File: config.mk
export PLATFORM = sky130hd
export DESIGN_NAME = gtgc_top
export DESIGN_NICKNAME = d
export VERILOG_FILES = /design/src/rtl/gtgc_pkg.sv /design/src/rtl/gtgc_counter.sv /design/src/rtl/gtgc_top.sv
export SDC_FILE = /design/constraint.sdc
export NUM_CORES = 1
export LEC_CHECK = 0
export BUFFER_PORTS_ARGS = -buffer_cell sky130_fd_sc_hd__buf_4
export CORE_MARGIN = 4
export CORE_UTILIZATION = 52
export CTS_BUF_LIST = sky130_fd_sc_hd__clkbuf_2
export DETAILED_ROUTE_END_ITERATION = 6
export GPL_TIMING_DRIVEN = 0
export PLACE_DENSITY_LB_ADDON = 0.3
export SLEW_MARGIN = 15
export SYNTH_ARGS = -nofsm -noshare
export SYNTH_HDL_FRONTEND = slang
export SYNTH_HIERARCHICAL = 1
export SYNTH_SLANG_ARGS = --single-unit
export TNS_END_PERCENT = 5
File: constraint.sdc
create_clock -name sys_clk -period 1.8 [get_ports sys_clk]
set_input_delay 0.09 -clock sys_clk [delete_from_list [all_inputs] [get_ports sys_clk]]
set_output_delay 0.09 -clock sys_clk [all_outputs]
set_load 0.05 [all_outputs]
File: src/rtl/gtgc_pkg.sv
// Package: register map, field positions and types of the gated timer block
package gtgc_pkg;
  // -------------------------------------------------------------------------
  // Register offsets (byte addresses, one word each)
  // -------------------------------------------------------------------------
  localparam logic [3:0] GTGC_OFS_GATE_CTRL = 4'h0;
  localparam logic [3:0] GTGC_OFS_COUNT_LO = 4'h4;
  localparam logic [3:0] GTGC_OFS_COUNT_HI = 4'h8;
  localparam logic [3:0] GTGC_OFS_SETUP = 4'hC;

  // -------------------------------------------------------------------------
  // Gate control fields
  // -------------------------------------------------------------------------
  localparam int GTGC_B_GE = 7;
  localparam int GTGC_B_POL = 6;
  localparam int GTGC_B_TGL = 5;
  localparam int GTGC_B_SPM = 4;
  localparam int GTGC_B_ARM = 3;
  localparam int GTGC_B_VAL = 2;

  // Setup fields: source select, comparator sync, irq enable, flag, async
  localparam int GTGC_B_SRC_LO = 0;
  localparam int GTGC_B_SRC_HI = 1;
  localparam int GTGC_B_CSYNC = 2;
  localparam int GTGC_B_IRQEN = 3;
  localparam int GTGC_B_FLAG = 4;
  localparam int GTGC_B_ASYNC = 5;

  localparam logic [7:0] GTGC_RST_BYTE = 8'h00;
  localparam logic [15:0] GTGC_RST_COUNT = 16'h0000;
  localparam logic [31:0] GTGC_RD_ZERO = 32'h0000_0000;

  // Gate source encoding
  typedef enum logic [1:0] {
    GTGC_SRC_PIN = 2'h0,
    GTGC_SRC_TMR = 2'h1,
    GTGC_SRC_CMP1 = 2'h2,
    GTGC_SRC_CMP2 = 2'h3
  } gtgc_src_t;

  // Raw gate inputs travel together
  typedef struct packed {
    logic pin;
    logic tmr_ovf;
    logic cmp1;
    logic cmp2;
  } gtgc_gate_in_t;

  // Software control state
  typedef struct packed {
    logic ge;
    logic pol;
    logic tgl;
    logic spm;
    logic arm;
    gtgc_src_t src;
    logic csync;
    logic irqen;
    logic async_ext;
  } gtgc_ctrl_t;
endpackage : gtgc_pkg

File: src/rtl/gtgc_counter.sv
// Sixteen-bit counter register pair with byte loads and overflow pulse
`timescale 1ns/1ps
module gtgc_counter import gtgc_pkg::*; #(
  parameter int WIDTH = 16
) (
  input wire logic sys_clk,
  input wire logic rst_n,
  input wire logic inc,
  input wire logic load_lo,
  input wire logic load_hi,
  input wire logic [7:0] wdata,
  output logic [WIDTH-1:0] count,
  output logic ovf
);
  logic [WIDTH-1:0] next_count;
  logic next_ovf;

  always_comb begin
    next_count = count;
    next_ovf = 1'b0;
    if (inc) begin
      next_count = count + 1'b1;
      next_ovf = &count;
    end
    // A byte load wins over an increment for that byte in the same cycle; a carry into the other byte is kept
    if (load_lo) begin
      next_count[7:0] = wdata;
    end
    if (load_hi) begin
      next_count[WIDTH-1:8] = wdata[WIDTH-9:0];
    end
  end

  always_ff @(posedge sys_clk or negedge rst_n) begin
    if (!rst_n) begin
      count <= GTGC_RST_COUNT[WIDTH-1:0];
      ovf <= 1'b0;
    end else begin
      count <= next_count;
      ovf <= next_ovf;
    end
  end
endmodule : gtgc_counter

File: src/rtl/gtgc_top.sv
// Gate control logic of a 16-bit timer with Avalon-MM register slave
//
// Overview of operation
// Sixteen-bit counter, read and written as low and high byte.
// Gate source chosen from several signals by the source select field.
// Polarity bit clear inverts whichever gate source is chosen; set passes it through.
// External gate pin is one selectable source.
// Companion timer overflow makes a rising pulse used as gate source.
// Either comparator selectable, synchronised or used directly.
// Toggle mode flips a flip-flop on each rising gate edge.
// Toggle flip-flop held clear while toggle enable is clear.
// Software should not enable toggle while changing polarity.
// Single-pulse: set enable, then arm; counting starts at next rise.
// Arm bit clears itself on the trailing gate edge.
// After acquisition no gate event counts until armed again.
// Software should clear arm when disabling single-pulse mode.
// Hardware clears arm whenever single-pulse enable is clear.
// Toggle and single-pulse together capture one full gate cycle.
// Gate level status readable, valid even with gate enable clear.
// Falling edge of gate level status sets the gate event flag.
// Flag and its enable both set raise the interrupt request.
// Flag keeps being set while gate enable is clear.
// Overflow wakes from sleep only in external asynchronous mode.
// Gate enable clear lets counter increment every timer clock.
// Reset clears the five writable bits; low two bits read zero.
`timescale 1ns/1ps
module gtgc_top import gtgc_pkg::*; #(
  parameter int WIDTH = 16
) (
  input wire logic sys_clk,
  input wire logic rst_n,
  input wire logic [3:0] avs_address,
  input wire logic avs_read,
  input wire logic avs_write,
  input wire logic [31:0] avs_writedata,
  input wire logic [3:0] avs_byteenable,
  output logic [31:0] avs_readdata,
  output logic avs_waitrequest,
  input wire logic timer_tick,
  input wire logic sleep_mode,
  input wire logic external_gate_pin,
  input wire logic tmr_ovf_in,
  input wire logic cmp1_out,
  input wire logic cmp2_out,
  output logic gate_irq,
  output logic overflow_wake
);
  // -------------------------------------------------------------------------
  // Reset release
  // -------------------------------------------------------------------------
  logic rst_s1, rst_s2;
  always_ff @(posedge sys_clk or negedge rst_n) begin
    if (!rst_n) begin
      rst_s1 <= 1'b0;
      rst_s2 <= 1'b0;
    end else begin
      rst_s1 <= 1'b1;
      rst_s2 <= rst_s1;
    end
  end

  // -------------------------------------------------------------------------
  // Gate source path
  // -------------------------------------------------------------------------
  gtgc_gate_in_t gin;
  gtgc_ctrl_t ctrl, next_ctrl;
  logic cmp1_s, cmp2_s, cmp1_m, cmp2_m, tmr_ovf_q, tmr_pulse;
  logic src_raw, gate_pol, gate_pol_q, tgl_ff, next_tgl_ff;
  logic gate_level, gate_level_q, span_active, next_span_active;
  logic flag, next_flag, flag_clr;
  logic gate_rise, gate_fall, pol_rise, count_en;

  assign gin = '{pin: external_gate_pin, tmr_ovf: tmr_ovf_in,
                 cmp1: cmp1_out, cmp2: cmp2_out};

  // Rising edge of companion overflow becomes a one-cycle pulse
  assign tmr_pulse = gin.tmr_ovf & ~tmr_ovf_q;

  always_comb begin
    unique case (ctrl.src)
      GTGC_SRC_PIN: src_raw = gin.pin;
      GTGC_SRC_TMR: src_raw = tmr_pulse;
      GTGC_SRC_CMP1: src_raw = ctrl.csync ? cmp1_s : gin.cmp1;
      GTGC_SRC_CMP2: src_raw = ctrl.csync ? cmp2_s : gin.cmp2;
    endcase
  end

  assign gate_pol = src_raw ^ ~ctrl.pol;
  assign pol_rise = gate_pol & ~gate_pol_q;

  // Toggle stage follows whole gate cycles; cleared while disabled
  always_comb begin
    next_tgl_ff = tgl_ff;
    if (!ctrl.tgl) begin
      next_tgl_ff = 1'b0;
    end else if (pol_rise) begin
      next_tgl_ff = ~tgl_ff;
    end
  end

  // Gate level seen by the counter, before gate enable applies
  assign gate_level = ctrl.tgl ? tgl_ff : gate_pol;
  assign gate_rise = gate_level & ~gate_level_q;
  assign gate_fall = ~gate_level & gate_level_q;

  // -------------------------------------------------------------------------
  // Single-pulse control and count enable
  // -------------------------------------------------------------------------

  // In single-pulse mode counting needs an armed span begun on a rising edge
  always_comb begin
    next_span_active = span_active;
    if (!ctrl.spm || !ctrl.arm) begin
      next_span_active = 1'b0;
    end else if (gate_rise) begin
      next_span_active = 1'b1;
    end
  end

  always_comb begin
    if (!ctrl.ge) begin
      count_en = timer_tick;
    end else if (ctrl.spm) begin
      count_en = timer_tick & gate_level & (span_active | gate_rise)
                 & ctrl.arm;
    end else begin
      count_en = timer_tick & gate_level;
    end
  end

  // Clear first, then set, so a gate event in the clear cycle is kept
  always_comb begin
    next_flag = flag;
    if (flag_clr) begin
      next_flag = 1'b0;
    end
    if (gate_fall) begin
      next_flag = 1'b1;
    end
  end

  // Two stages on comparator inputs; the second feeds the mux
  always_ff @(posedge sys_clk or negedge rst_s2) begin
    if (!rst_s2) begin
      cmp1_s <= 1'b0;
      cmp2_s <= 1'b0;
      tmr_ovf_q <= 1'b0;
      gate_pol_q <= 1'b0;
      tgl_ff <= 1'b0;
      gate_level_q <= 1'b0;
      span_active <= 1'b0;
      flag <= 1'b0;
    end else begin
      cmp1_s <= cmp1_m;
      cmp2_s <= cmp2_m;
      tmr_ovf_q <= gin.tmr_ovf;
      gate_pol_q <= gate_pol;
      tgl_ff <= next_tgl_ff;
      gate_level_q <= gate_level;
      span_active <= next_span_active;
      flag <= next_flag;
    end
  end

  // First stage feeds only the second, keeping metastability off the mux
  always_ff @(posedge sys_clk or negedge rst_s2) begin
    if (!rst_s2) begin
      cmp1_m <= 1'b0;
      cmp2_m <= 1'b0;
    end else begin
      cmp1_m <= gin.cmp1;
      cmp2_m <= gin.cmp2;
    end
  end

  // -------------------------------------------------------------------------
  // Counter
  // -------------------------------------------------------------------------
  logic [WIDTH-1:0] count;
  logic ovf, load_lo, load_hi, wr_acc, rd_acc;

  gtgc_counter #(.WIDTH(WIDTH)) u_counter (
    .sys_clk(sys_clk),
    .rst_n(rst_s2),
    .inc(count_en),
    .load_lo(load_lo),
    .load_hi(load_hi),
    .wdata(avs_writedata[7:0]),
    .count(count),
    .ovf(ovf)
  );

  // -------------------------------------------------------------------------
  // Register slave: one wait cycle, then answer
  // -------------------------------------------------------------------------
  logic pend, next_pend;
  logic [31:0] next_rdata;
  logic next_irq, next_wake;

  function automatic logic hit(input logic [3:0] a, input logic [3:0] o);
    hit = (a == o);
  endfunction : hit

  assign wr_acc = avs_write & pend & avs_byteenable[0];
  // Read data is registered at the edge that takes the request, so it
  // stands in the same cycle as the low waitrequest
  assign rd_acc = avs_read & ~pend;
  assign load_lo = wr_acc & hit(avs_address, GTGC_OFS_COUNT_LO);
  assign load_hi = wr_acc & hit(avs_address, GTGC_OFS_COUNT_HI);
  assign flag_clr = wr_acc & hit(avs_address, GTGC_OFS_SETUP)
                    & ~avs_writedata[GTGC_B_FLAG];
  // A request is taken only from idle; the answer cycle never re-takes it
  assign next_pend = (avs_read | avs_write) & ~pend;

  always_comb begin
    next_ctrl = ctrl;
    if (wr_acc && hit(avs_address, GTGC_OFS_GATE_CTRL)) begin
      next_ctrl.ge = avs_writedata[GTGC_B_GE];
      next_ctrl.pol = avs_writedata[GTGC_B_POL];
      next_ctrl.tgl = avs_writedata[GTGC_B_TGL];
      next_ctrl.spm = avs_writedata[GTGC_B_SPM];
      next_ctrl.arm = avs_writedata[GTGC_B_ARM];
    end
    if (wr_acc && hit(avs_address, GTGC_OFS_SETUP)) begin
      next_ctrl.src = gtgc_src_t'(
        avs_writedata[GTGC_B_SRC_HI:GTGC_B_SRC_LO]);
      next_ctrl.csync = avs_writedata[GTGC_B_CSYNC];
      next_ctrl.irqen = avs_writedata[GTGC_B_IRQEN];
      next_ctrl.async_ext = avs_writedata[GTGC_B_ASYNC];
    end
    // Hardware clear beats a software set in the same cycle
    if (ctrl.spm && ctrl.arm && span_active && gate_fall) begin
      next_ctrl.arm = 1'b0;
    end
    if (!next_ctrl.spm) begin
      next_ctrl.arm = 1'b0;
    end
  end

  always_comb begin
    next_rdata = GTGC_RD_ZERO;
    if (rd_acc) begin
      unique case (avs_address)
        GTGC_OFS_GATE_CTRL: begin
          next_rdata[GTGC_B_GE] = ctrl.ge;
          next_rdata[GTGC_B_POL] = ctrl.pol;
          next_rdata[GTGC_B_TGL] = ctrl.tgl;
          next_rdata[GTGC_B_SPM] = ctrl.spm;
          next_rdata[GTGC_B_ARM] = ctrl.arm;
          next_rdata[GTGC_B_VAL] = gate_level;
        end
        GTGC_OFS_COUNT_LO: next_rdata[7:0] = count[7:0];
        GTGC_OFS_COUNT_HI: next_rdata[7:0] = 8'(count[WIDTH-1:8]);
        GTGC_OFS_SETUP: begin
          next_rdata[GTGC_B_SRC_HI:GTGC_B_SRC_LO] = ctrl.src;
          next_rdata[GTGC_B_CSYNC] = ctrl.csync;
          next_rdata[GTGC_B_IRQEN] = ctrl.irqen;
          next_rdata[GTGC_B_FLAG] = flag;
          next_rdata[GTGC_B_ASYNC] = ctrl.async_ext;
        end
        default: next_rdata = GTGC_RD_ZERO;
      endcase
    end
  end

  // Built from next values so the request tracks the flag with no lag
  assign next_irq = next_flag & next_ctrl.irqen;
  // Wake matters only while the counter runs from its own async clock
  assign next_wake = ovf & sleep_mode & ctrl.async_ext;

  // -------------------------------------------------------------------------
  // Control state and registered outputs
  // -------------------------------------------------------------------------
  always_ff @(posedge sys_clk or negedge rst_s2) begin
    if (!rst_s2) begin
      ctrl <= '{ge: 1'b0, pol: 1'b0, tgl: 1'b0, spm: 1'b0, arm: 1'b0,
                src: GTGC_SRC_PIN, csync: 1'b0, irqen: 1'b0,
                async_ext: 1'b0};
      pend <= 1'b0;
      avs_readdata <= GTGC_RD_ZERO;
      gate_irq <= 1'b0;
      overflow_wake <= 1'b0;
    end else begin
      ctrl <= next_ctrl;
      pend <= next_pend;
      avs_readdata <= next_rdata;
      gate_irq <= next_irq;
      overflow_wake <= next_wake;
    end
  end

  // Waitrequest is high at rest, drops for one cycle after a request lands
  logic next_wait;
  assign next_wait = ~next_pend;
  always_ff @(posedge sys_clk or negedge rst_s2) begin
    if (!rst_s2) begin
      avs_waitrequest <= 1'b1;
    end else begin
      avs_waitrequest <= next_wait;
    end
  end
endmodule : gtgc_top

==> PnR_summary.wiki, run 1 <==
{| class="wikitable"
! Metric !! Value
|-
| TritonCTS clock tree || built
|-
| Netlist area before placement || 2560 um2
|-
| Post-layout power || 3.10 mW
|-
| Gp weighted congestion || 0.966
|-
| Vias in the first global route || 1947
|-
| Number of vias after detailed routing || 1993
|-
| Number of nets in the finished design || 375
|-
| Setup Viol. Count Final || 24
|-
| Max clock buf depth || 2
|-
| Number of distinct library cell variants in the gate-level netlist after synthesis || 46
|-
| Num ports || 85
|-
| Post-synthesis async set-or-reset flop share || 100%
|-
| Routed wire per std cell || 14.6 um
|-
| Area of the die || 6110 um2
|-
| Overall global routing resource usage || 20.3%
|-
| Final max-slew violation count || 0
|-
| Period utilization || 165%
|-
| Power density relative to cell area || 932 nW/um2
|-
| Class of the most critical hold timing path || input port to flop
|-
| Number of antenna-violating nets in the routed design || 0
|-
| Unrepaired setup endpoints after global routing || yes
|-
| N_diodes || 0
|-
| Worst-margin pin slew || 868 ps
|-
| Die boundary width || 78.2 um
|-
| Detail Placement HPWL || 4.00 mm
|-
| Worst path setup slack after routing || -1170 ps
|-
| 1st-iter DRT viols || 211
|-
| Fraction of layout cells with a size suffix above 1 || 32.0%
|-
| Number of buffers created by CTS || 5
|-
| Worst setup path class || flop to flop
|-
| Effective utilization at floorplan || 53.9%
|-
| Data required time of the critical path || 2180 ps
|-
| Setup_tns || -17380 ps
|-
| Crit path max fanout || 5
|-
| Violations in the final reports || negative setup slack
|-
| Post-Syn Area per Cell || 10.7 um2
|-
| Die Height || 78.2 um
|-
| Synthesis-stage register bit count || 51
|-
| Shortest clock period the worst path allows after layout || 2970 ps
|-
| Grt total ovfl || 0
|-
| First-pass GRT wire length || 9.61 mm
|-
| Met2 global-route usage || 34.5%
|-
| Synthesis Warnings || 6
|-
| Post-Syn Instances || 239
|-
| Detailed-route DRC error count || 0
|-
| Peak Freq || 337 MHz
|-
| Port Buffers || 33
|-
| Leak || 1.57 nW
|-
| Number of max-capacitance violations reported || 0
|-
| Register-to-register setup slack || -1170 ps
|-
| Routed vias/inst || 5.08
|-
| Worst clock skew || 18.8 ps
|-
| Core region area || 4750 um2
|-
| Sink Count || 51
|-
| Worst-skew pair later-pin latency || 430 ps
|-
| Clock-pin slew of the registers on the worst-case setup and hold paths || 250 ps
|-
| CP endpoint kind || flop
|-
| CP Data Arrival Time || 3350 ps
|-
| Status || finished with violations
|-
| Pin count of the biggest net entering global routing || 32
|-
| Largest register FFs || 16
|-
| Tightest slew margin relative to the limit || 42.0%
|-
| Primary flip-flop cell chosen by synthesis mapping || sky130_fd_sc_hd__dfrtp_1
|-
| Number of iterations in the first detailed-routing pass || 4
|-
| Post-detailed-placement cell area || 3010 um2
|-
| Number of antenna violations at the first check in global routing || 0
|-
| Wire length reported by the detailed router || 5.71 mm
|-
| Number of enable-type register cells in the synthesized netlist || 0
|-
| Type of origin of the critical path || flop
|-
| GR peak layer || met2
|-
| Met3 GRT Util || 3.33%
|-
| Most flops, register || u_counter/count
|-
| Peak ir drop on the vdd network || 0.704 mV
|-
| Synthesis-to-layout area growth || 29.9%
|-
| Standard-cell row count || 25
|-
| Post-route standard cell area excluding fillers || 3330 um2
|-
| Total count of hold-check failures in the final report || 0
|-
| Met1 global-route usage || 27.1%
|-
| Share of synthesized area occupied by flip-flops and latches || 49.9%
|-
| Level count of the clock H-tree || 2
|-
| Largest regs || u_counter/count x16, ctrl x10, avs_readdata x8
|-
| Clock tree root buffer cell || sky130_fd_sc_hd__clkbuf_2
|}
-- stage by stage --
step	worst slack [ps]	utilization, %	hold slack [ps]	cells
2_1_floorplan	-995	-	-206	262
3_3_place_gp	-1250	62.9	-127	362
3_5_place_dp	-1270	63.4	-126	363
4_1_cts	-1130	69.9	31.5	392
5_1_grt	-1260	70.0	57.0	392
6_report	-1170	70.0	32.7	392
-- what timing repair did --
| action | CTS | global route |
|---|---|---|
| endpoints found under the setup margin | 25 | 24 |
| resized for setup | 10 | 1 |
| pin swaps | 11 | 1 |
| endpoints found under the hold margin | 33 | 0 |
| setup buffers | 5 | 0 |
| hold buffers | 16 | 0 |
-- kinds of logic (layout without fill, tap and decap cells) --
group	after synthesis	count (layout)	share of synthesized area [%]
buffers and inverters	37	100	9.38
DFF	51	51	49.9
other	2	25	0.293
adders and majority gates	1	1	0.488
muxes	20	20	10.6
and+or+nand+nor	80	80	16.2
AOI/OAI and AO/OA	34	34	8.40
xor gates and xnor gates	14	14	4.79
-- cell usage in the layout, fill, tap and decap left out, drive strengths merged, types with 3 or more instances in the layout --
cell / synthesis / final
or3: 3 / 3
xnor2: 4 / 4
mux2: 13 / 13
clkbuf: 6 / 12
nand2: 25 / 25
xor2: 10 / 10
mux4: 4 / 4
nor2: 13 / 13
conb: 2 / 25
nand3: 8 / 8
o21ai: 18 / 18
mux2i: 3 / 3
inv: 5 / 5
nand4: 8 / 8
and3: 4 / 4
dlygate4sd3: 0 / 16
nor2b: 7 / 7
dfrtp: 50 / 50
buf: 26 / 65
a21oi: 3 / 3
and4: 3 / 3
-- layer usage --
layer | vias up | share of wire [%]
met5 | - | 0
met1 | 943 | 39
met2 | 84 | 51
met4 | 0 | 1.9
li1 | 950 | -
met3 | 16 | 7.6
-- cells in the mapped netlist, drive strengths merged, types with 2 or more instances --
cell type,n,area share (%)
xor2,10,3.4
nand2,25,3.7
clkbuf,6,0.88
or4,2,0.59
and4,3,1.1
buf,26,7.8
dfrtp,50,49
and3,4,1.0
nand4,8,2.0
nor2,13,1.9
xnor2,4,1.4
nand2b,2,0.49
nor2b,7,1.7
conb,2,0.29
or2,2,0.49
mux4,4,3.5
a21boi,2,0.59
mux2i,3,1.2
inv,5,0.73
nand3,8,1.8
mux2,13,5.9
a21oi,3,0.59
a22oi,2,0.59
or3,3,0.73
o31ai,2,0.78
o21ai,18,3.5
-- area by class of cell --
class	instances	area, um2
plain buffers	32	221
clock buffers	6	30.0
clock inverters	2	60.1
fillers	342	1430
inverters	5	18.8
multi-input cells	174	1170
flip-flops and latches	51	1280
well taps	67	83.8
repair buffers	55	465
-- worst max-delay path: stages, from the launching register on --
cell	delay, ps
sky130_fd_sc_hd__dfrtp_2	490
sky130_fd_sc_hd__mux2_4	300
sky130_fd_sc_hd__mux4_2	530
sky130_fd_sc_hd__xor2_4	190
sky130_fd_sc_hd__o21a_2	250
sky130_fd_sc_hd__a21oi_4	190
sky130_fd_sc_hd__and4_1	220
sky130_fd_sc_hd__buf_6	110
sky130_fd_sc_hd__nand3_2	80
sky130_fd_sc_hd__or4_1	410
sky130_fd_sc_hd__a31oi_1	140
-- worst paths after layout --
| kind | depth (start not counted) | start | endpoint |
|---|---|---|---|
| worst max-delay path | 10 | ctrl[2] | u_counter/count[15] |
| worst max register to register | 10 | ctrl[2] | u_counter/count[15] |
| worst min register to register | 0 | rst_s2 | gate_irq |
| min in group asynchronous | 0 | rst_s2 | gate_irq |
| worst min-delay path | 4 | avs_address[3] | avs_readdata[7] |
| max in group asynchronous | 1 | rst_s2 | ctrl[4] |
-- where the power goes --
group | switching [mW] | internal [mW] | total [mW]
combinational | 0.432 | 0.391 | 0.823
clock | 0.361 | 0.379 | 0.740
sequential | 0.216 | 1.32 | 1.54
total | 1.01 | 2.09 | 3.10
Note: power is estimated with default switching activity, not from simulation.
==> run 2: changes to the inputs <==
==> constraint.sdc (replaced) <==
create_clock -name sys_clk -period 1.8 [get_ports sys_clk]
set_input_delay 0.36 -clock sys_clk [delete_from_list [all_inputs] [get_ports sys_clk]]
set_output_delay 0.36 -clock sys_clk [all_outputs]
set_load 0.05 [all_outputs]
==> PnR_summary.wiki, run 2 (synthesis gave the netlist of run 1 again) <==
{| class="wikitable"
! Metric !! Value
|-
| Number of vias after detailed routing || 1925 (-3.4%)
|-
| Peak Freq || 342 MHz (+1.4%)
|-
| Layout Cells excl Fill || 378 (-3.6%)
|-
| Tightest slew margin relative to the limit || 39.9% (-2.1 points)
|-
| Number of buffers created by CTS || 5 (unchanged)
|-
| Pin count of the biggest net entering global routing || 32 (unchanged)
|-
| Clock-pin slew of the registers on the worst-case setup and hold paths || 240 ps (about the same)
|-
| Largest register FFs || 16 (unchanged)
|-
| Post-route standard cell area excluding fillers || 3190 um2 (-4.2%)
|-
| Number of placed cells counting well taps || 363 (unchanged)
|-
| Post-detailed-placement cell area || 3010 um2 (unchanged)
|-
| Grt total ovfl || 0 (unchanged)
|-
| Number of antenna violations at the first check in global routing || 0 (unchanged)
|-
| Port Buffers || 33 (unchanged)
|-
| Detail Placement HPWL || 4.00 mm (unchanged)
|-
| Violations in the final reports || negative setup slack
|-
| Most flops, register || u_counter/count
|-
| Top sig layer || met4
|-
| Status || finished with violations
|-
| Final max-slew violation count || 0 (unchanged)
|-
| Routed vias/inst || 5.09 (+0.17%)
|-
| Shortest clock period the worst path allows after layout || 2930 ps (-40.8 ps)
|-
| DR WL met3 || 443 um (+2.5%)
|-
| Unrepaired setup endpoints after global routing || yes
|-
| Level count of the clock H-tree || 2 (unchanged)
|-
| Worst reg-to-reg path cell count || 10 (unchanged)
|-
| CP Data Arrival Time || 3300 ps (-50 ps)
|-
| Setup Viol. Count Final || 24 (unchanged)
|-
| Commonest cells after routing, fill and taps aside || sky130_fd_sc_hd__buf_4, sky130_fd_sc_hd__dfrtp_1, sky130_fd_sc_hd__nand2_1, sky130_fd_sc_hd__conb_1
|-
| Hold path depth || 1 (-3)
|-
| Overall global routing resource usage || 20.0% (-0.30 points)
|-
| Filler instances || 362 (+5.8%)
|-
| Met1 routed wirelength after detailed routing || 2.23 mm (-1.1%)
|-
| Sink Count || 51 (unchanged)
|-
| 1st-iter DRT viols || 180 (-15%)
|-
| Detailed-route DRC error count || 0 (unchanged)
|-
| Area of the die || 6110 um2 (unchanged)
|-
| Peak ir drop on the vdd network || 0.710 mV (+0.81%)
|-
| Worst clock skew || 18.3 ps (-0.529 ps)
|-
| Worst-skew pair later-pin latency || 430 ps (about the same)
|-
| Wire length reported by the detailed router || 5.65 mm (-0.96%)
|-
| Worst setup path class || flop to flop
|-
| TritonCTS clock tree || built
|-
| Leak || 1.51 nW (-3.8%)
|-
| Num ports || 85 (unchanged)
|-
| N_diodes || 0 (unchanged)
|-
| Fraction of layout cells with a size suffix above 1 || 33.4% (+1.4 points)
|-
| Die boundary width || 78.2 um (unchanged)
|-
| Vias in the first global route || 1917 (-1.5%)
|-
| Effective utilization at floorplan || 53.9% (unchanged)
|-
| Number of iterations in the first detailed-routing pass || 4 (unchanged)
|-
| Number of max-capacitance violations reported || 0 (unchanged)
|-
| Number of antenna-violating nets in the routed design || 0 (unchanged)
|-
| Power density relative to cell area || 969 nW/um2 (+4.0%)
|-
| Standard-cell row count || 25 (unchanged)
|-
| Worst path setup slack after routing || -1130 ps (+40.8 ps)
|-
| Worst-margin pin slew || 899 ps (+31.1 ps)
|-
| Gp weighted congestion || 0.966 (unchanged)
|-
| Sum of met2 wire segment lengths after detailed routing || 2.88 mm (-1.2%)
|-
| Max clock buf depth || 2 (unchanged)
|-
| Total count of hold-check failures in the final report || 0 (unchanged)
|-
| Data required time of the critical path || 2180 ps (about the same)
|-
| Routed wire per std cell || 15.0 um (+2.7%)
|-
| First-pass GRT wire length || 9.45 mm (-1.6%)
|-
| Clock tree root buffer cell || sky130_fd_sc_hd__clkbuf_2
|-
| Synthesis-to-layout area growth || 24.5%
|-
| CP endpoint kind || flop
|-
| Type of origin of the critical path || flop
|-
| Core region area || 4750 um2 (unchanged)
|-
| Most frequent standard cell in the layout excluding fill and tap cells || sky130_fd_sc_hd__buf_4
|-
| Critical Path Slowest Stage Cell || sky130_fd_sc_hd__mux4_2
|-
| Delay contributed by the slowest stage of the critical path || 530 ps (about the same)
|-
| Period utilization || 163% (-2.3 points)
|-
| Number of nets in the finished design || 361 (-3.7%)
|-
| Largest regs || u_counter/count x16, ctrl x10, avs_readdata x8
|-
| Die Height || 78.2 um (unchanged)
|-
| Worst path cell trace || mux2_4 > mux4_2 > xor2_4 > o21a_2 > a21oi_4 > and4_1 > buf_6 > nand3_2 > or4_1 > a31oi_1
|-
| Crit path max fanout || 5 (unchanged)
|-
| Class of the most critical hold timing path || input port to flop
|}
==> run 2: cell count changes in the layout (fill, tap and decap cells not counted), sizes merged <==
cell,change
dlygate4sd3,-14
==> run 2: final timing paths <==
kind                            start                  end  slack [ps]
hold reg to reg                rst_s2              ctrl[6]         220
min in group asynchronous       rst_n               rst_s2         200
max in group asynchronous      rst_s2              ctrl[2]        1060
setup / recovery              ctrl[2]  u_counter/count[15]       -1130
hold / removal             tmr_ovf_in            tmr_ovf_q          30
setup reg to reg              ctrl[2]  u_counter/count[15]       -1130
==> run 2: area by class of cell <==
cell class                      instances  area, um2  share of cell area (%)
Clock buffer                            6       30.0                   0.942
Buffer                                 32        221                    6.95
Clock inverter                          2       60.1                    1.88
Sequential cell                        51       1280                    40.1
Inverter                                5       18.8                   0.589
Tap cell                               67       83.8                    2.63
Multi-Input combinational cell        174       1170                    36.7
Timing Repair Buffer                   41        325                    10.2
==> run 2: worst max-delay path: cells and delay by family (launching register included) <==
family | cells | cell delay (ps)
multiplexers | 2 | 830
AND/OR/NAND/NOR | 3 | 690
AO/OA/AOI/OAI | 3 | 570
flip-flops | 1 | 490
XOR/XNOR | 1 | 190
buffers and inverters | 1 | 110
==> run 2: stage by stage <==
step                      total power [mW]  worst slack, ps  setup TNS [ps]  utilization [%]  hold WS (ps)
after floorplan                       2.07             -995          -11360                -          64.4
after global placement                2.24            -1250          -27440             62.9           143
after detailed placement              2.28            -1270          -18190             63.4           144
after CTS                             3.06            -1130          -16780             66.7          17.8
after global routing                  3.25            -1250          -19450             67.1         0.885
final                                 3.09            -1130          -16900             67.1          31.6
==> run 2: what timing repair did <==
| action | 4_1_cts | 5_1_grt |
|---|---|---|
| gates resized for setup | 10 | 1 |
| buffers inserted | 5 | 0 |
| endpoints found under the setup margin | 25 | 24 |
| hold endpoints to repair | 2 | 1 |
| hold buffers | 1 | 1 |
| pin swaps | 11 | 1 |
==> run 2: report_power, final <==
group,internal [mW],switching [mW]
registers,1.32,0.229
logic,0.371,0.427
clock network,0.379,0.360
==> run 2: metal layers <==
metal	GRT usage [%]	up-vias
li1	-	919
met1	25.9	909
met2	34.1	83
met3	3.78	14
met4	6.12	0
met5	0	-
==> run 3: changes to the inputs <==
==> constraint.sdc (replaced) <==
create_clock -name sys_clk -period 1.8 [get_ports sys_clk]
set_input_delay 0 -clock sys_clk [delete_from_list [all_inputs] [get_ports sys_clk]]
set_output_delay 0 -clock sys_clk [all_outputs]
set_load 0.05 [all_outputs]
==> PnR_summary.wiki, run 3 (synthesis gave the netlist of run 1 again) <==
{| class="wikitable"
! Metric !! Value
|-
| Status || finished with violations
|-
| Violations in the final reports || negative setup slack
|-
| Pin count of the biggest net entering global routing || 32 (unchanged)
|-
| Clock power frac || 23.8% (about the same)
|-
| Clock-pin slew of the registers on the worst-case setup and hold paths || 240 ps (about the same)
|-
| Multi-input combinational cell area || 1170 um2 (unchanged)
|-
| Gp weighted congestion || 0.966 (unchanged)
|-
| Level count of the clock H-tree || 2 (unchanged)
|-
| Met1 routed wirelength after detailed routing || 2.22 mm (-0.13%)
|-
| Port Buffers || 33 (unchanged)
|-
| Worst-margin pin slew || 924 ps (+24.6 ps)
|-
| Crit path max fanout || 5 (unchanged)
|-
| DR WL met3 || 429 um (-3.2%)
|-
| Tightest slew margin relative to the limit || 38.3% (-1.6 points)
|-
| Number of max-capacitance violations reported || 0 (unchanged)
|-
| Number of vias after detailed routing || 2000 (+3.9%)
|-
| Wire length reported by the detailed router || 5.72 mm (+1.2%)
|-
| Peak ir drop on the vdd network || 0.702 mV (-1.1%)
|-
| Switching power summed over all nets || 1.01 mW (-0.93%)
|-
| Worst clock skew || 10.5 ps (-7.80 ps)
|-
| Routed wire per std cell || 14.5 um (-3.1%)
|-
| Unrepaired setup endpoints after global routing || yes
|-
| Register-to-register setup slack || -1140 ps (about the same)
|-
| Standard-cell row count || 25 (unchanged)
|-
| Largest register FFs || 16 (unchanged)
|-
| Max clock buf depth || 2 (unchanged)
|-
| Leak || 1.58 nW (+4.8%)
|-
| Number of buffers created by CTS || 5 (unchanged)
|-
| Grt total ovfl || 0 (unchanged)
|-
| Number of antenna violations at the first check in global routing || 0 (unchanged)
|-
| Worst path cell trace || mux2_4 > mux4_2 > xor2_4 > o21a_2 > a21oi_4 > and4_1 > buf_6 > nand3_2 > or4_1 > a31oi_1
|-
| Effective utilization at floorplan || 53.9% (unchanged)
|-
| CP Data Arrival Time || 3320 ps (+20 ps)
|-
| Total count of hold-check failures in the final report || 0 (unchanged)
|-
| Number of iterations in the first detailed-routing pass || 4 (unchanged)
|-
| Num ports || 85 (unchanged)
|-
| Power density relative to cell area || 924 nW/um2 (-4.6%)
|-
| Vias in the first global route || 1962 (+2.3%)
|-
| Startpoint of the worst-slack reg-to-reg timing path || ctrl[2]
|-
| Commonest cells after routing, fill and taps aside || sky130_fd_sc_hd__buf_4, sky130_fd_sc_hd__dfrtp_1, sky130_fd_sc_hd__nand2_1, sky130_fd_sc_hd__conb_1, sky130_fd_sc_hd__dlygate4sd3_1
|-
| Sink Count || 51 (unchanged)
|-
| Type of origin of the critical path || flop
|-
| Sum of met2 wire segment lengths after detailed routing || 2.96 mm (+2.8%)
|-
| Number of placed cells counting well taps || 363 (unchanged)
|-
| Layout Cells excl Fill || 395 (+4.5%)
|-
| Sw Ratio || 32.4% (-0.47 points)
|-
| Worst setup path class || flop to flop
|-
| Worst-skew pair later-pin latency || 420 ps (about the same)
|-
| Routed vias/inst || 5.06 (-0.58%)
|-
| Number of antenna-violating nets in the routed design || 0 (unchanged)
|-
| Data required time of the critical path || 2180 ps (about the same)
|-
| First-pass GRT wire length || 9.69 mm (+2.5%)
|-
| Detailed-route DRC error count || 0 (unchanged)
|-
| Worst reg-to-reg path cell count || 10 (unchanged)
|-
| Internal power summed over all cells || 2.10 mW (+1.2%)
|-
| CP endpoint kind || flop
|-
| Period utilization || 163% (+0.82 points)
|-
| Hold path depth || 4 (+3)
|-
| Overall global routing resource usage || 20.5% (+0.50 points)
|-
| Clock tree root buffer cell || sky130_fd_sc_hd__clkbuf_2
|-
| Buffering stage count on the worst path with inverters included || 1 (unchanged)
|-
| Delay contributed by the slowest stage of the critical path || 530 ps (about the same)
|-
| Endpoint of the worst-slack reg-to-reg timing path || u_counter/count[15]
|-
| Worst Hold Launch || avs_address[0]
|-
| Die Height || 78.2 um (unchanged)
|-
| Die boundary width || 78.2 um (unchanged)
|-
| N_diodes || 0 (unchanged)
|-
| Fraction of layout cells with a size suffix above 1 || 31.7% (-1.7 points)
|-
| Filler instances || 338 (-6.6%)
|-
| Cell family with most CP delay || multiplexers
|-
| End point of the worst hold path || avs_readdata[2]
|-
| Largest regs || u_counter/count x16, ctrl x10, avs_readdata x8
|-
| Worst path setup slack after routing || -1140 ps (-14.7 ps)
|-
| Detail Placement HPWL || 4.00 mm (unchanged)
|-
| Setup_tns || -17150 ps (-257 ps)
|-
| Number of nets in the finished design || 378 (+4.7%)
|-
| Core region area || 4750 um2 (unchanged)
|-
| Most frequent standard cell in the layout excluding fill and tap cells || sky130_fd_sc_hd__buf_4
|-
| Final max-slew violation count || 0 (unchanged)
|-
| Share of total power in combinational logic || 26.7% (+0.9 points)
|-
| Most flops, register || u_counter/count
|-
| Class of the most critical hold timing path || input port to flop
|-
| Top sig layer || met4
|-
| Post-layout power || 3.10 mW (+0.49%)
|-
| Sequential Power Share || 49.5% (-0.7 points)
|-
| Pre-CTS WS || -1270 ps (unchanged)
|-
| Shortest clock period the worst path allows after layout || 2940 ps (+14.7 ps)
|-
| Synthesis-to-layout area growth || 31.1%
|-
| TritonCTS clock tree || built
|-
| Setup Viol. Count Final || 24 (unchanged)
|-
| Critical Path Slowest Stage Cell || sky130_fd_sc_hd__mux4_2
|-
| Area of the die || 6110 um2 (unchanged)
|-
| 1st-iter DRT viols || 208 (+16%)
|-
| Peak Freq || 340 MHz (-0.50%)
|-
| Register area || 1280 um2 (unchanged)
|}
==> run 3: final cells by class <==
cell class / instances / area share, %
Buffer: 32 / 6.59
Clock buffer: 6 / 0.894
Tap cell: 67 / 2.50
Inverter: 5 / 0.559
Sequential cell: 51 / 38.1
Timing Repair Buffer: 58 / 14.8
Clock inverter: 2 / 1.79
Multi-Input combinational cell: 174 / 34.8
==> run 3: how the worst max path moves through the flow <==
stage / start / endpoint / slack [ps] / depth (start not counted)
floorplan: ctrl[2] / u_counter/count[15] / -990 / 10
global placement: ctrl[2] / u_counter/count[15] / -1250 / 10
detailed placement: ctrl[2] / u_counter/count[15] / -1270 / 10
CTS: ctrl[2] / u_counter/count[15] / -1130 / 10
global route: ctrl[2] / u_counter/count[15] / -1260 / 10
finish: ctrl[2] / u_counter/count[15] / -1140 / 10
==> run 3: routing by layer <==
layer	vias to the layer above	track usage, %
met1	953	27.3
met4	0	5.42
li1	959	-
met5	-	0
met2	74	34.9
met3	14	3.33
==> run 3: through the flow <==
stage          utilization (%)  instance area [um2]  hold slack (ps)
2_1_floorplan                -                 2660             -296
3_3_place_gp              62.9                 2990             -217
3_5_place_dp              63.4                 3010             -216
4_1_cts                   70.3                 3340             3.03
5_1_grt                   70.6                 3360             13.4
6_report                  70.6                 3360             17.5
==> run 3: power by group through the flow <==
stage / Clock (mW) / Sequential, mW / Combinational [mW]
floorplan: 0 / 1.53 / 0.535
global placement: 0 / 1.55 / 0.690
detailed placement: 0 / 1.55 / 0.728
CTS: 0.746 / 1.53 / 0.813
global route: 0.795 / 1.57 / 0.905
finish: 0.737 / 1.54 / 0.828
==> run 3: worst reg2reg max path: stages (launching register included) <==
cell                      delay [ps]
sky130_fd_sc_hd__dfrtp_2         490
sky130_fd_sc_hd__mux2_4          300
sky130_fd_sc_hd__mux4_2          530
sky130_fd_sc_hd__xor2_4          190
sky130_fd_sc_hd__o21a_2          250
sky130_fd_sc_hd__a21oi_4         190
sky130_fd_sc_hd__and4_1          220
sky130_fd_sc_hd__buf_6           110
sky130_fd_sc_hd__nand3_2          80
sky130_fd_sc_hd__or4_1           400
sky130_fd_sc_hd__a31oi_1         130
==> run 3: timing repair <==
action | CTS | global route
gates resized for setup | 10 | 1
endpoints found under the setup margin | 25 | 24
setup buffers | 5 | 0
pin swaps | 11 | 1
hold endpoints to repair | 38 | 1
hold buffers | 18 | 1
